$ cat config.mk
export PLATFORM = sky130hd
export DESIGN_NAME = urc_top
export DESIGN_NICKNAME = d
export VERILOG_FILES = /design/src/hdl/urc_pkg.sv /design/src/hdl/urc_ir_demod.sv /design/src/hdl/urc_top.sv
export VERILOG_INCLUDE_DIRS = /design/src /design/src/hdl
export SDC_FILE = /design/constraint.sdc
export NUM_CORES = 1
export LEC_CHECK = 0
export ABC_AREA = 1
export BUFFER_PORTS_ARGS = -buffer_cell sky130_fd_sc_hd__buf_2
export CORE_ASPECT_RATIO = 0.7
export CORE_MARGIN = 5
export CORE_UTILIZATION = 59
export DETAILED_ROUTE_END_ITERATION = 10
export GPL_TIMING_DRIVEN = 1
export PLACE_DENSITY_LB_ADDON = 0.1
export SLEW_MARGIN = 25
export SYNTH_ARGS = -nofsm -noshare
export SYNTH_HDL_FRONTEND = slang
export SYNTH_HIERARCHICAL = 1
export SYNTH_SLANG_ARGS = --single-unit
export TNS_END_PERCENT = 30
$ cat constraint.sdc
create_clock -name sys_clk_in -period 3.2 [get_ports sys_clk_in]
set_input_delay 0.48 -clock sys_clk_in [delete_from_list [all_inputs] [get_ports sys_clk_in]]
set_output_delay 0.48 -clock sys_clk_in [all_outputs]
set_load 0.01 [all_outputs]
$ cat src/hdl/urc_regs.svh
// offsets, field positions, reset values and timing counts
// assumes an 8-bit register port at byte offsets
// Function
// - receive error requests when enabled; enable resets off
// - buffer full requests at threshold; enable resets off
// - transmit empty requests as each byte enters the shifter
// - threshold select: 0 first byte, 1 second byte
// - transfers only while channel enable is one; resets off
// - writing zero to channel enable flushes the transmit buffer
// - three-bit field divides the clock by two to the n
// - low pulse valid only if two detection clocks long
// - infrared mode shapes pulses; off is a plain port
// - second-byte flag sets on second load, clears on first read
`ifndef URC_REGS_SVH
`define URC_REGS_SVH

// ------------------------------------------------------------------
// addresses
// ------------------------------------------------------------------
`define URC_CH0_CTL_ADDR     16'h4104
`define URC_CH0_EXP_ADDR     16'h4105
`define URC_CH1_CTL_ADDR     16'h4124
`define URC_CH1_EXP_ADDR     16'h4125
// offsets from the channel control address
`define URC_EXP_OFS          16'h0001
`define URC_STAT_OFS         16'h0008
`define URC_MASK_OFS         16'h0009
`define URC_FLAG_OFS         16'h000A

// ------------------------------------------------------------------
// field positions
// ------------------------------------------------------------------
`define URC_CTL_ERR_BIT      6
`define URC_CTL_FULL_BIT     5
`define URC_CTL_EMPTY_BIT    4
`define URC_CTL_THR_BIT      1
`define URC_CTL_EN_BIT       0
`define URC_EXP_DIV_LSB      4
`define URC_EXP_DIV_MSB      6
`define URC_EXP_IR_BIT       0
`define URC_EVT_ERR_BIT      0
`define URC_EVT_FULL_BIT     1
`define URC_EVT_EMPTY_BIT    2
`define URC_FLAG_RDY_BIT     0
`define URC_FLAG_BUSY_BIT    1
`define URC_FLAG_2ND_BIT     2

// ------------------------------------------------------------------
// reset values
// ------------------------------------------------------------------
`define URC_CTL_RESET        8'h00
`define URC_EXP_RESET        8'h00
`define URC_STAT_RESET       3'h0
`define URC_MASK_RESET       3'h0

// ------------------------------------------------------------------
// timing, in oversample ticks or detection clock cycles; receive buffer depth in bytes
// ------------------------------------------------------------------
`define URC_IR_MIN_LOW       2'h2
`define URC_IR_TX_PULSE      2'h3
`define URC_IR_RX_STRETCH    5'h10
`define URC_RX_BUF_DEPTH     2'h2

`endif

$ cat src/hdl/urc_pkg.sv
// types of the channel control block
// assumes urc_regs.svh holds the numbers
package urc_pkg;

    typedef struct packed {
        logic       rx_error_irq_enable;
        logic       rx_full_irq_enable;
        logic       tx_empty_irq_enable;
        logic       rx_full_threshold_sel;
        logic       channel_transfer_enable;
    } urc_ctl_t;

    typedef struct packed {
        logic [2:0] ir_detect_clock_divider;
        logic       infrared_mode_on;
    } urc_exp_t;

    // bit order matches the status and mask registers
    typedef struct packed {
        logic       tx_empty;
        logic       rx_full;
        logic       rx_error;
    } urc_evt_t;

endpackage

$ cat src/hdl/urc_ir_demod.sv
// infrared pulse detector with its clock divider
// assumes line_in is synchronised
`timescale 1ns/1ps
`default_nettype none
`include "urc_regs.svh"

module urc_ir_demod
    import urc_pkg::*;
#(
    parameter int DIV_W = 7
) (
    input  wire logic       sys_clk_in,
    input  wire logic       rst_n_in,
    input  wire logic       enable_in,
    input  wire logic       line_in,
    input  wire logic [2:0] div_sel_in,
    output logic            pulse_out
);

    logic [DIV_W-1:0] div_cnt_reg;
    logic [DIV_W-1:0] div_cnt_next;
    logic [1:0]       low_cnt_reg;
    logic [1:0]       low_cnt_next;
    logic             pulse_reg;
    logic             pulse_next;
    logic [DIV_W-1:0] div_mask;
    logic             tick;

    // ------------------------------------------------------------------
    // detection clock enable
    // ------------------------------------------------------------------
    always_comb begin
        div_mask = DIV_W'((8'h01 << div_sel_in) - 8'h01);
        tick     = ((div_cnt_reg & div_mask) == div_mask);
        div_cnt_next = enable_in ? DIV_W'(div_cnt_reg + 1'b1) : '0;
    end

    // ------------------------------------------------------------------
    // low width filter
    // ------------------------------------------------------------------
    // one pulse per low run; a short glitch never reaches the limit
    always_comb begin
        low_cnt_next = low_cnt_reg;
        pulse_next   = 1'b0;
        if (!enable_in) begin
            low_cnt_next = 2'h0;
        end else if (tick) begin
            if (line_in) begin
                low_cnt_next = 2'h0;
            end else if (low_cnt_reg < `URC_IR_MIN_LOW) begin
                low_cnt_next = 2'(low_cnt_reg + 1'b1);
                pulse_next   = (2'(low_cnt_reg + 1'b1) == `URC_IR_MIN_LOW);
            end
        end
    end

    always_ff @(posedge sys_clk_in or negedge rst_n_in) begin
        if (!rst_n_in) begin
            div_cnt_reg <= '0;
            low_cnt_reg <= 2'h0;
            pulse_reg   <= 1'b0;
        end else begin
            div_cnt_reg <= div_cnt_next;
            low_cnt_reg <= low_cnt_next;
            pulse_reg   <= pulse_next;
        end
    end

    assign pulse_out = pulse_reg;

endmodule
`default_nettype wire

$ cat src/hdl/urc_top.sv
// one uart channel: control, expansion, interrupts, infrared shaping
// assumes framing and buffers elsewhere report by one-cycle pulses
`timescale 1ns/1ps
`default_nettype none
`include "urc_regs.svh"

module urc_top
    import urc_pkg::*;
#(
    parameter logic [15:0] CHAN_BASE = `URC_CH0_CTL_ADDR
) (
    input  wire logic        sys_clk_in,
    input  wire logic        rst_n_in,
    input  wire logic [15:0] addr_in,
    input  wire logic [7:0]  wr_data_in,
    input  wire logic        wr_en_in,
    input  wire logic        rd_en_in,
    output logic      [7:0]  rd_data_out,
    input  wire logic        rx_error_in,
    input  wire logic        rx_byte_load_in,
    input  wire logic        rx_byte_read_in,
    input  wire logic        tx_buf_to_shift_in,
    input  wire logic        tx_shifter_busy_flag_in,
    input  wire logic        ovs_tick_in,
    input  wire logic        tx_bit_start_in,
    input  wire logic        tx_serial_in,
    input  wire logic        sin_pin_in,
    output logic             sout_pin_out,
    output logic             rx_serial_out,
    output logic             channel_transfer_enable_out,
    output logic             tx_buffer_flush_out,
    output logic             rx_data_ready_flag_out,
    output logic             rx_second_byte_flag_out,
    output logic             irq_rx_error_out,
    output logic             irq_rx_full_out,
    output logic             irq_tx_empty_out,
    output logic             irq_out
);

    urc_ctl_t    ctl_reg;
    urc_ctl_t    ctl_next;
    urc_exp_t    exp_reg;
    urc_exp_t    exp_next;
    urc_evt_t    stat_reg;
    urc_evt_t    stat_next;
    urc_evt_t    mask_reg;
    urc_evt_t    mask_next;
    urc_evt_t    evt;
    logic [1:0]  rx_cnt_reg;
    logic [1:0]  rx_cnt_next;
    logic [7:0]  rd_data_reg;
    logic [7:0]  rd_data_next;
    logic        flush_reg;
    logic        flush_next;
    logic [2:0]  irq_lines_reg;
    logic [2:0]  irq_lines_next;
    logic        irq_reg;
    logic        irq_next;
    logic [1:0]  tx_pulse_reg;
    logic [1:0]  tx_pulse_next;
    logic [4:0]  rx_stretch_reg;
    logic [4:0]  rx_stretch_next;
    logic        sout_reg;
    logic        sout_next;
    logic        rxs_reg;
    logic        rxs_next;
    logic        sin_meta_reg;
    logic        sin_sync_reg;
    logic        ir_pulse;
    logic        ir_active;
    logic        sel_ctl;
    logic        sel_exp;
    logic        sel_stat;
    logic        sel_mask;
    logic        sel_flag;
    logic        rx_load_ok;
    logic        rx_read_ok;
    logic        rdy_reg;
    logic        rdy_next;
    logic        sec_reg;
    logic        sec_next;

    localparam logic [7:0] CTL_RST = `URC_CTL_RESET;
    localparam logic [7:0] EXP_RST = `URC_EXP_RESET;

    function automatic logic addr_hit(input logic [15:0] a,
                                      input logic [15:0] ofs);
        addr_hit = (a == 16'(CHAN_BASE + ofs));
    endfunction

    // ------------------------------------------------------------------
    // address decode
    // ------------------------------------------------------------------
    always_comb begin
        sel_ctl  = addr_hit(addr_in, 16'h0000);
        sel_exp  = addr_hit(addr_in, `URC_EXP_OFS);
        sel_stat = addr_hit(addr_in, `URC_STAT_OFS);
        sel_mask = addr_hit(addr_in, `URC_MASK_OFS);
        sel_flag = addr_hit(addr_in, `URC_FLAG_OFS);
    end

    // ------------------------------------------------------------------
    // control and expansion registers
    // ------------------------------------------------------------------
    always_comb begin
        ctl_next   = ctl_reg;
        exp_next   = exp_reg;
        mask_next  = mask_reg;
        flush_next = 1'b0;
        if (wr_en_in && sel_ctl) begin
            ctl_next.rx_error_irq_enable     = wr_data_in[`URC_CTL_ERR_BIT];
            ctl_next.rx_full_irq_enable      = wr_data_in[`URC_CTL_FULL_BIT];
            ctl_next.tx_empty_irq_enable     = wr_data_in[`URC_CTL_EMPTY_BIT];
            ctl_next.rx_full_threshold_sel   = wr_data_in[`URC_CTL_THR_BIT];
            ctl_next.channel_transfer_enable = wr_data_in[`URC_CTL_EN_BIT];
            // any write of zero flushes, even if already disabled
            flush_next = !wr_data_in[`URC_CTL_EN_BIT];
        end
        if (wr_en_in && sel_exp) begin
            exp_next.ir_detect_clock_divider =
                wr_data_in[`URC_EXP_DIV_MSB:`URC_EXP_DIV_LSB];
            exp_next.infrared_mode_on = wr_data_in[`URC_EXP_IR_BIT];
        end
        if (wr_en_in && sel_mask) begin
            mask_next = urc_evt_t'(wr_data_in[2:0]);
        end
    end

    always_ff @(posedge sys_clk_in or negedge rst_n_in) begin
        if (!rst_n_in) begin
            ctl_reg   <= urc_ctl_t'({CTL_RST[6:4], CTL_RST[1:0]});
            exp_reg   <= urc_exp_t'({EXP_RST[6:4], EXP_RST[0]});
            mask_reg  <= urc_evt_t'(`URC_MASK_RESET);
            flush_reg <= 1'b0;
        end else begin
            ctl_reg   <= ctl_next;
            exp_reg   <= exp_next;
            mask_reg  <= mask_next;
            flush_reg <= flush_next;
        end
    end

    // ------------------------------------------------------------------
    // receive buffer count and its flags
    // ------------------------------------------------------------------
    // loads into a full buffer are the overrun case, handled upstream
    always_comb begin
        rx_load_ok  = rx_byte_load_in && ctl_reg.channel_transfer_enable
                      && (rx_cnt_reg < `URC_RX_BUF_DEPTH);
        rx_read_ok  = rx_byte_read_in && (rx_cnt_reg != 2'h0);
        rx_cnt_next = rx_cnt_reg;
        if (rx_load_ok && !rx_read_ok) begin
            rx_cnt_next = 2'(rx_cnt_reg + 1'b1);
        end else if (rx_read_ok && !rx_load_ok) begin
            rx_cnt_next = 2'(rx_cnt_reg - 1'b1);
        end
        rdy_next = (rx_cnt_next != 2'h0);
        sec_next = (rx_cnt_next == 2'h2);
    end

    always_ff @(posedge sys_clk_in or negedge rst_n_in) begin
        if (!rst_n_in) begin
            rx_cnt_reg <= 2'h0;
            rdy_reg    <= 1'b0;
            sec_reg    <= 1'b0;
        end else begin
            rx_cnt_reg <= rx_cnt_next;
            rdy_reg    <= rdy_next;
            sec_reg    <= sec_next;
        end
    end

    // ------------------------------------------------------------------
    // events, sticky status and request lines
    // ------------------------------------------------------------------
    always_comb begin
        evt.rx_error = rx_error_in && ctl_reg.channel_transfer_enable;
        // threshold 0: first byte, as ready sets; 1: second byte
        evt.rx_full  = rx_load_ok &&
                       (ctl_reg.rx_full_threshold_sel ?
                        (rx_cnt_next == 2'h2) : (rx_cnt_next != 2'h0));
        evt.tx_empty = tx_buf_to_shift_in
                       && ctl_reg.channel_transfer_enable;
        stat_next = stat_reg;
        if (wr_en_in && sel_stat) begin
            stat_next = urc_evt_t'(stat_reg & ~urc_evt_t'(wr_data_in[2:0]));
        end
        // a new event wins over a clear in the same cycle
        stat_next = urc_evt_t'(stat_next | evt);
        irq_lines_next[`URC_EVT_ERR_BIT] = stat_next.rx_error
            && ctl_next.rx_error_irq_enable;
        irq_lines_next[`URC_EVT_FULL_BIT] = stat_next.rx_full
            && ctl_next.rx_full_irq_enable;
        irq_lines_next[`URC_EVT_EMPTY_BIT] = stat_next.tx_empty
            && ctl_next.tx_empty_irq_enable;
        irq_next = |(irq_lines_next & mask_next);
    end

    always_ff @(posedge sys_clk_in or negedge rst_n_in) begin
        if (!rst_n_in) begin
            stat_reg      <= urc_evt_t'(`URC_STAT_RESET);
            irq_lines_reg <= 3'h0;
            irq_reg       <= 1'b0;
        end else begin
            stat_reg      <= stat_next;
            irq_lines_reg <= irq_lines_next;
            irq_reg       <= irq_next;
        end
    end

    // ------------------------------------------------------------------
    // read data, one cycle after the strobe
    // ------------------------------------------------------------------
    always_comb begin
        rd_data_next = 8'h00;
        if (rd_en_in) begin
            if (sel_ctl) begin
                rd_data_next[`URC_CTL_ERR_BIT]   = ctl_reg.rx_error_irq_enable;
                rd_data_next[`URC_CTL_FULL_BIT]  = ctl_reg.rx_full_irq_enable;
                rd_data_next[`URC_CTL_EMPTY_BIT] = ctl_reg.tx_empty_irq_enable;
                rd_data_next[`URC_CTL_THR_BIT]   = ctl_reg.rx_full_threshold_sel;
                rd_data_next[`URC_CTL_EN_BIT]  = ctl_reg.channel_transfer_enable;
            end else if (sel_exp) begin
                rd_data_next[`URC_EXP_DIV_MSB:`URC_EXP_DIV_LSB] =
                    exp_reg.ir_detect_clock_divider;
                rd_data_next[`URC_EXP_IR_BIT] = exp_reg.infrared_mode_on;
            end else if (sel_stat) begin
                rd_data_next[2:0] = stat_reg;
            end else if (sel_mask) begin
                rd_data_next[2:0] = mask_reg;
            end else if (sel_flag) begin
                rd_data_next[`URC_FLAG_RDY_BIT]  = rdy_reg;
                rd_data_next[`URC_FLAG_BUSY_BIT] = tx_shifter_busy_flag_in;
                rd_data_next[`URC_FLAG_2ND_BIT]  = sec_reg;
            end
        end
    end

    always_ff @(posedge sys_clk_in or negedge rst_n_in) begin
        if (!rst_n_in) begin
            rd_data_reg <= 8'h00;
        end else begin
            rd_data_reg <= rd_data_next;
        end
    end

    // ------------------------------------------------------------------
    // input pin synchroniser
    // ------------------------------------------------------------------
    always_ff @(posedge sys_clk_in or negedge rst_n_in) begin
        if (!rst_n_in) begin
            sin_meta_reg <= 1'b1;
            sin_sync_reg <= 1'b1;
        end else begin
            sin_meta_reg <= sin_pin_in;
            sin_sync_reg <= sin_meta_reg;
        end
    end

    assign ir_active = exp_reg.infrared_mode_on
                       && ctl_reg.channel_transfer_enable;

    urc_ir_demod #(
        .DIV_W      (7)
    ) u_demod (
        .sys_clk_in (sys_clk_in),
        .rst_n_in   (rst_n_in),
        .enable_in  (ir_active),
        .line_in    (sin_sync_reg),
        .div_sel_in (exp_reg.ir_detect_clock_divider),
        .pulse_out  (ir_pulse)
    );

    // ------------------------------------------------------------------
    // line shaping: infrared pulses or plain serial
    // ------------------------------------------------------------------
    // tx zero bit: short low pulse; rx pulse: stretched to a bit of low
    always_comb begin
        tx_pulse_next   = tx_pulse_reg;
        rx_stretch_next = rx_stretch_reg;
        if (!ir_active) begin
            tx_pulse_next   = 2'h0;
            rx_stretch_next = 5'h00;
        end else begin
            if (tx_bit_start_in && !tx_serial_in) begin
                tx_pulse_next = `URC_IR_TX_PULSE;
            end else if (ovs_tick_in && tx_pulse_reg != 2'h0) begin
                tx_pulse_next = 2'(tx_pulse_reg - 1'b1);
            end
            if (ir_pulse) begin
                rx_stretch_next = `URC_IR_RX_STRETCH;
            end else if (ovs_tick_in && rx_stretch_reg != 5'h00) begin
                rx_stretch_next = 5'(rx_stretch_reg - 1'b1);
            end
        end
        if (!ctl_reg.channel_transfer_enable) begin
            sout_next = 1'b1;
            rxs_next  = 1'b1;
        end else if (exp_reg.infrared_mode_on) begin
            sout_next = (tx_pulse_next == 2'h0);
            rxs_next  = (rx_stretch_next == 5'h00);
        end else begin
            sout_next = tx_serial_in;
            rxs_next  = sin_sync_reg;
        end
    end

    always_ff @(posedge sys_clk_in or negedge rst_n_in) begin
        if (!rst_n_in) begin
            tx_pulse_reg   <= 2'h0;
            rx_stretch_reg <= 5'h00;
            sout_reg       <= 1'b1;
            rxs_reg        <= 1'b1;
        end else begin
            tx_pulse_reg   <= tx_pulse_next;
            rx_stretch_reg <= rx_stretch_next;
            sout_reg       <= sout_next;
            rxs_reg        <= rxs_next;
        end
    end

    // ------------------------------------------------------------------
    // outputs
    // ------------------------------------------------------------------
    assign rd_data_out                 = rd_data_reg;
    assign sout_pin_out                = sout_reg;
    assign rx_serial_out               = rxs_reg;
    assign channel_transfer_enable_out = ctl_reg.channel_transfer_enable;
    assign tx_buffer_flush_out         = flush_reg;
    assign rx_data_ready_flag_out      = rdy_reg;
    assign rx_second_byte_flag_out     = sec_reg;
    assign irq_rx_error_out            = irq_lines_reg[`URC_EVT_ERR_BIT];
    assign irq_rx_full_out             = irq_lines_reg[`URC_EVT_FULL_BIT];
    assign irq_tx_empty_out            = irq_lines_reg[`URC_EVT_EMPTY_BIT];
    assign irq_out                     = irq_reg;

endmodule
`default_nettype wire

==> flow_summary.yaml <==
clocking:
  ctsHtreeMaxLevel: 2
  cts_hold_buf: 0
  cts_sinks: 51
  numCtsBuffers: 5
  clk_latency_ns: 0.30
  cts_buffer_depth: 2
  cts_tree: "done"
  cts-root-buf: "clkbuf_8"
  clk_pin_slew_ns: 0.09
  cts.repair.resized: 0
  post-cts-setup-buffers: 0
yosys:
  seq_area_frac_synth_pct: 45.1
  ys.flop_type: "dfrtp_1"
  ys_async_sr_fraction_pct: 100
  yosys_register_bits: 51
  synth_edf_count: 0
  synthesis.area_um2: 2840
  synthCells: 348
  ys_warn_count: 6
  ys_types: 39
  synth.avg_cell_area_um2: 8.16
floorplanning:
  fp.dieW_um: 92.9
  coreArea_um2: 4730
  io_pins: 55
  num_rows: 21
  fp.dieH_um: 68.1
  initial_utilization_pct: 60.1
  die_area_um2: 6320
timing:
  slew-limit-headroom_pct: 60.7
  clock_skew_ns: 0.0100
  period_minus_slack_ns: 1.73
  worstMarginPinSlew_ns: 0.589
  timing.hold.ws_ns: 0.174
  finalHoldViolCount: 0
  report.final.slew_viol_count: 0
  rsz0062_at_grt: "false"
  fmax_mhz: 577
  setup_tns_ns: 0
  finalSetupViolCount: 0
  fin_crit_sh_pct: 54.1
grt:
  grtUsageMet1_pct: 30.8
  overflow: 0
  grt_max_degree: 28
  grtUsageMet2_pct: 30.9
  grt_pass1_wl_um: 10100
  grt_pass1_vias: 2178
  track_usage_pct: 20.5
  grt.busiest_layer: "met2"
  antenna_found_initial: 0
  use_met3_pct: 3.85
setup_path:
  r2r_slack_ns: 1.60
  critPathKind: "in -> reg"
  critPathRequiredTime_ns: 3.42
  path_max_fanout: 15
  critPathLaunchType: "input port"
  cp.arrival_ns: 1.95
  end_kind: "flop"
drt:
  antenna_left: 0
  routed_wirelength_um: 5900
  drt_iter0_drc: 183
  wire_per_inst_um: 12.9
  vias: 2396
  post-route-drc-count: 0
  vias_per_cell: 5.23
  dr.pass1.iters: 5
finish:
  final_nets: 442
  antenna_cells: 0
  final_common_cell: "nand2_1"
  final_cell_mix: "nand2_1 (73), inv_1 (53), buf_2 (50)"
  fill_cells: 389
  largest_reg_flops: 7
  syn_to_final_growth_pct: 13.4
  finalNonFillerCells: 458
  drive_above_1_share_pct: 26.9
hold_path:
  min_path_type: "in -> async"
run:
  max-cap-violations: 0
placement:
  dpl.hpwl_um: 4610
  globalplace.congestion: 0.877
  dp.cells: 450
  port_buffers: 50
pwr:
  peakVddDrop_mv: 0.410
  power.density_nw_per_um2: 417
  p_leak_uw: 0.00172
status:
  status: "finished clean"
==> critical path: stages <==
cell	delay [ns]
buf_2	0.11
nor2_1	0.09
nand3_1	0.13
nor2_4	0.34
and3_1	0.49
nand3_1	0.12
a21oi_1	0.18
==> logic make-up (layout without fill, tap and decap cells) <==
kind of cell | count (synthesis) | in the layout | synth area share (%)
AND/OR/NAND/NOR | 187 | 187 | 34.5
buffers and inverters | 66 | 118 | 10.3
flip-flops | 51 | 51 | 45.1
AO/OA/AOI/OAI | 37 | 37 | 7.49
adder cells (fa/ha/maj) | 5 | 5 | 2.20
other | 1 | 2 | 0.132
XOR/XNOR | 1 | 1 | 0.308
==> power by group <==
group / internal (uW) / switching (uW) / leakage, uW
clock network: 253 / 202 / 0.0000612
logic: 69.1 / 133 / 0.000993
registers: 672 / 15.2 / 0.000667
total: 994 / 350 / 0.00172
==> final timing paths <==
path / from / to / depth (start not counted)
max in group asynchronous: rst_n_in / ctl_reg[3] / 2
hold / removal: rst_n_in / u_demod/low_cnt_reg[1] / 1
setup / recovery: addr_in[11] / rd_data_out[4] / 7
min in group sys_clk_in: sin_pin_in / sin_meta_reg / 1
hold reg to reg: sin_meta_reg / sin_sync_reg / 0
setup reg to reg: rx_cnt_reg[1] / irq_out / 12
==> area by class of cell <==
type | count | area (um^2) | share of cell area [%]
Sequential cell | 51 | 1280 | 39.8
Multi-Input combinational cell | 232 | 1270 | 39.5
Timing Repair Buffer | 51 | 258 | 8.00
Inverter | 59 | 221 | 6.88
Clock buffer | 6 | 82.6 | 2.56
Tap cell | 57 | 71.3 | 2.21
Clock inverter | 2 | 35.0 | 1.09
==> routing by layer <==
metal,vias up,routed length (um)
met4,0,28
met3,4,326
met1,1096,2980
li1,1225,-
met2,71,2560
met5,-,0
==> synthesized netlist by cell type, types with 6 or more instances <==
cell	n	share of area, %
a21oi_1	13	2.3
dfrtp_1	47	41
inv_1	53	7.0
nand2_1	73	9.6
nand2_2	7	1.5
nand3_1	39	6.9
nand4_1	12	2.6
nor2_1	19	2.5
nor2_2	9	2.0
nor2_4	6	2.4
o21ai_0	10	1.8
o21ai_1	6	1.1
==> metrics by stage <==
stage / utilization [%] / worst slack, ns / cell area (um^2) / total power, uW
after floorplan: - / 1.69 / 2840 / 823
after global placement: 65.6 / 1.19 / 3100 / 895
after detailed placement: 65.6 / 1.16 / 3100 / 898
after CTS: 68.1 / 1.48 / 3220 / 1360
after global routing: 68.1 / 1.33 / 3220 / 1430
final: 68.1 / 1.47 / 3220 / 1340
Power figures use the tool's default switching activity.
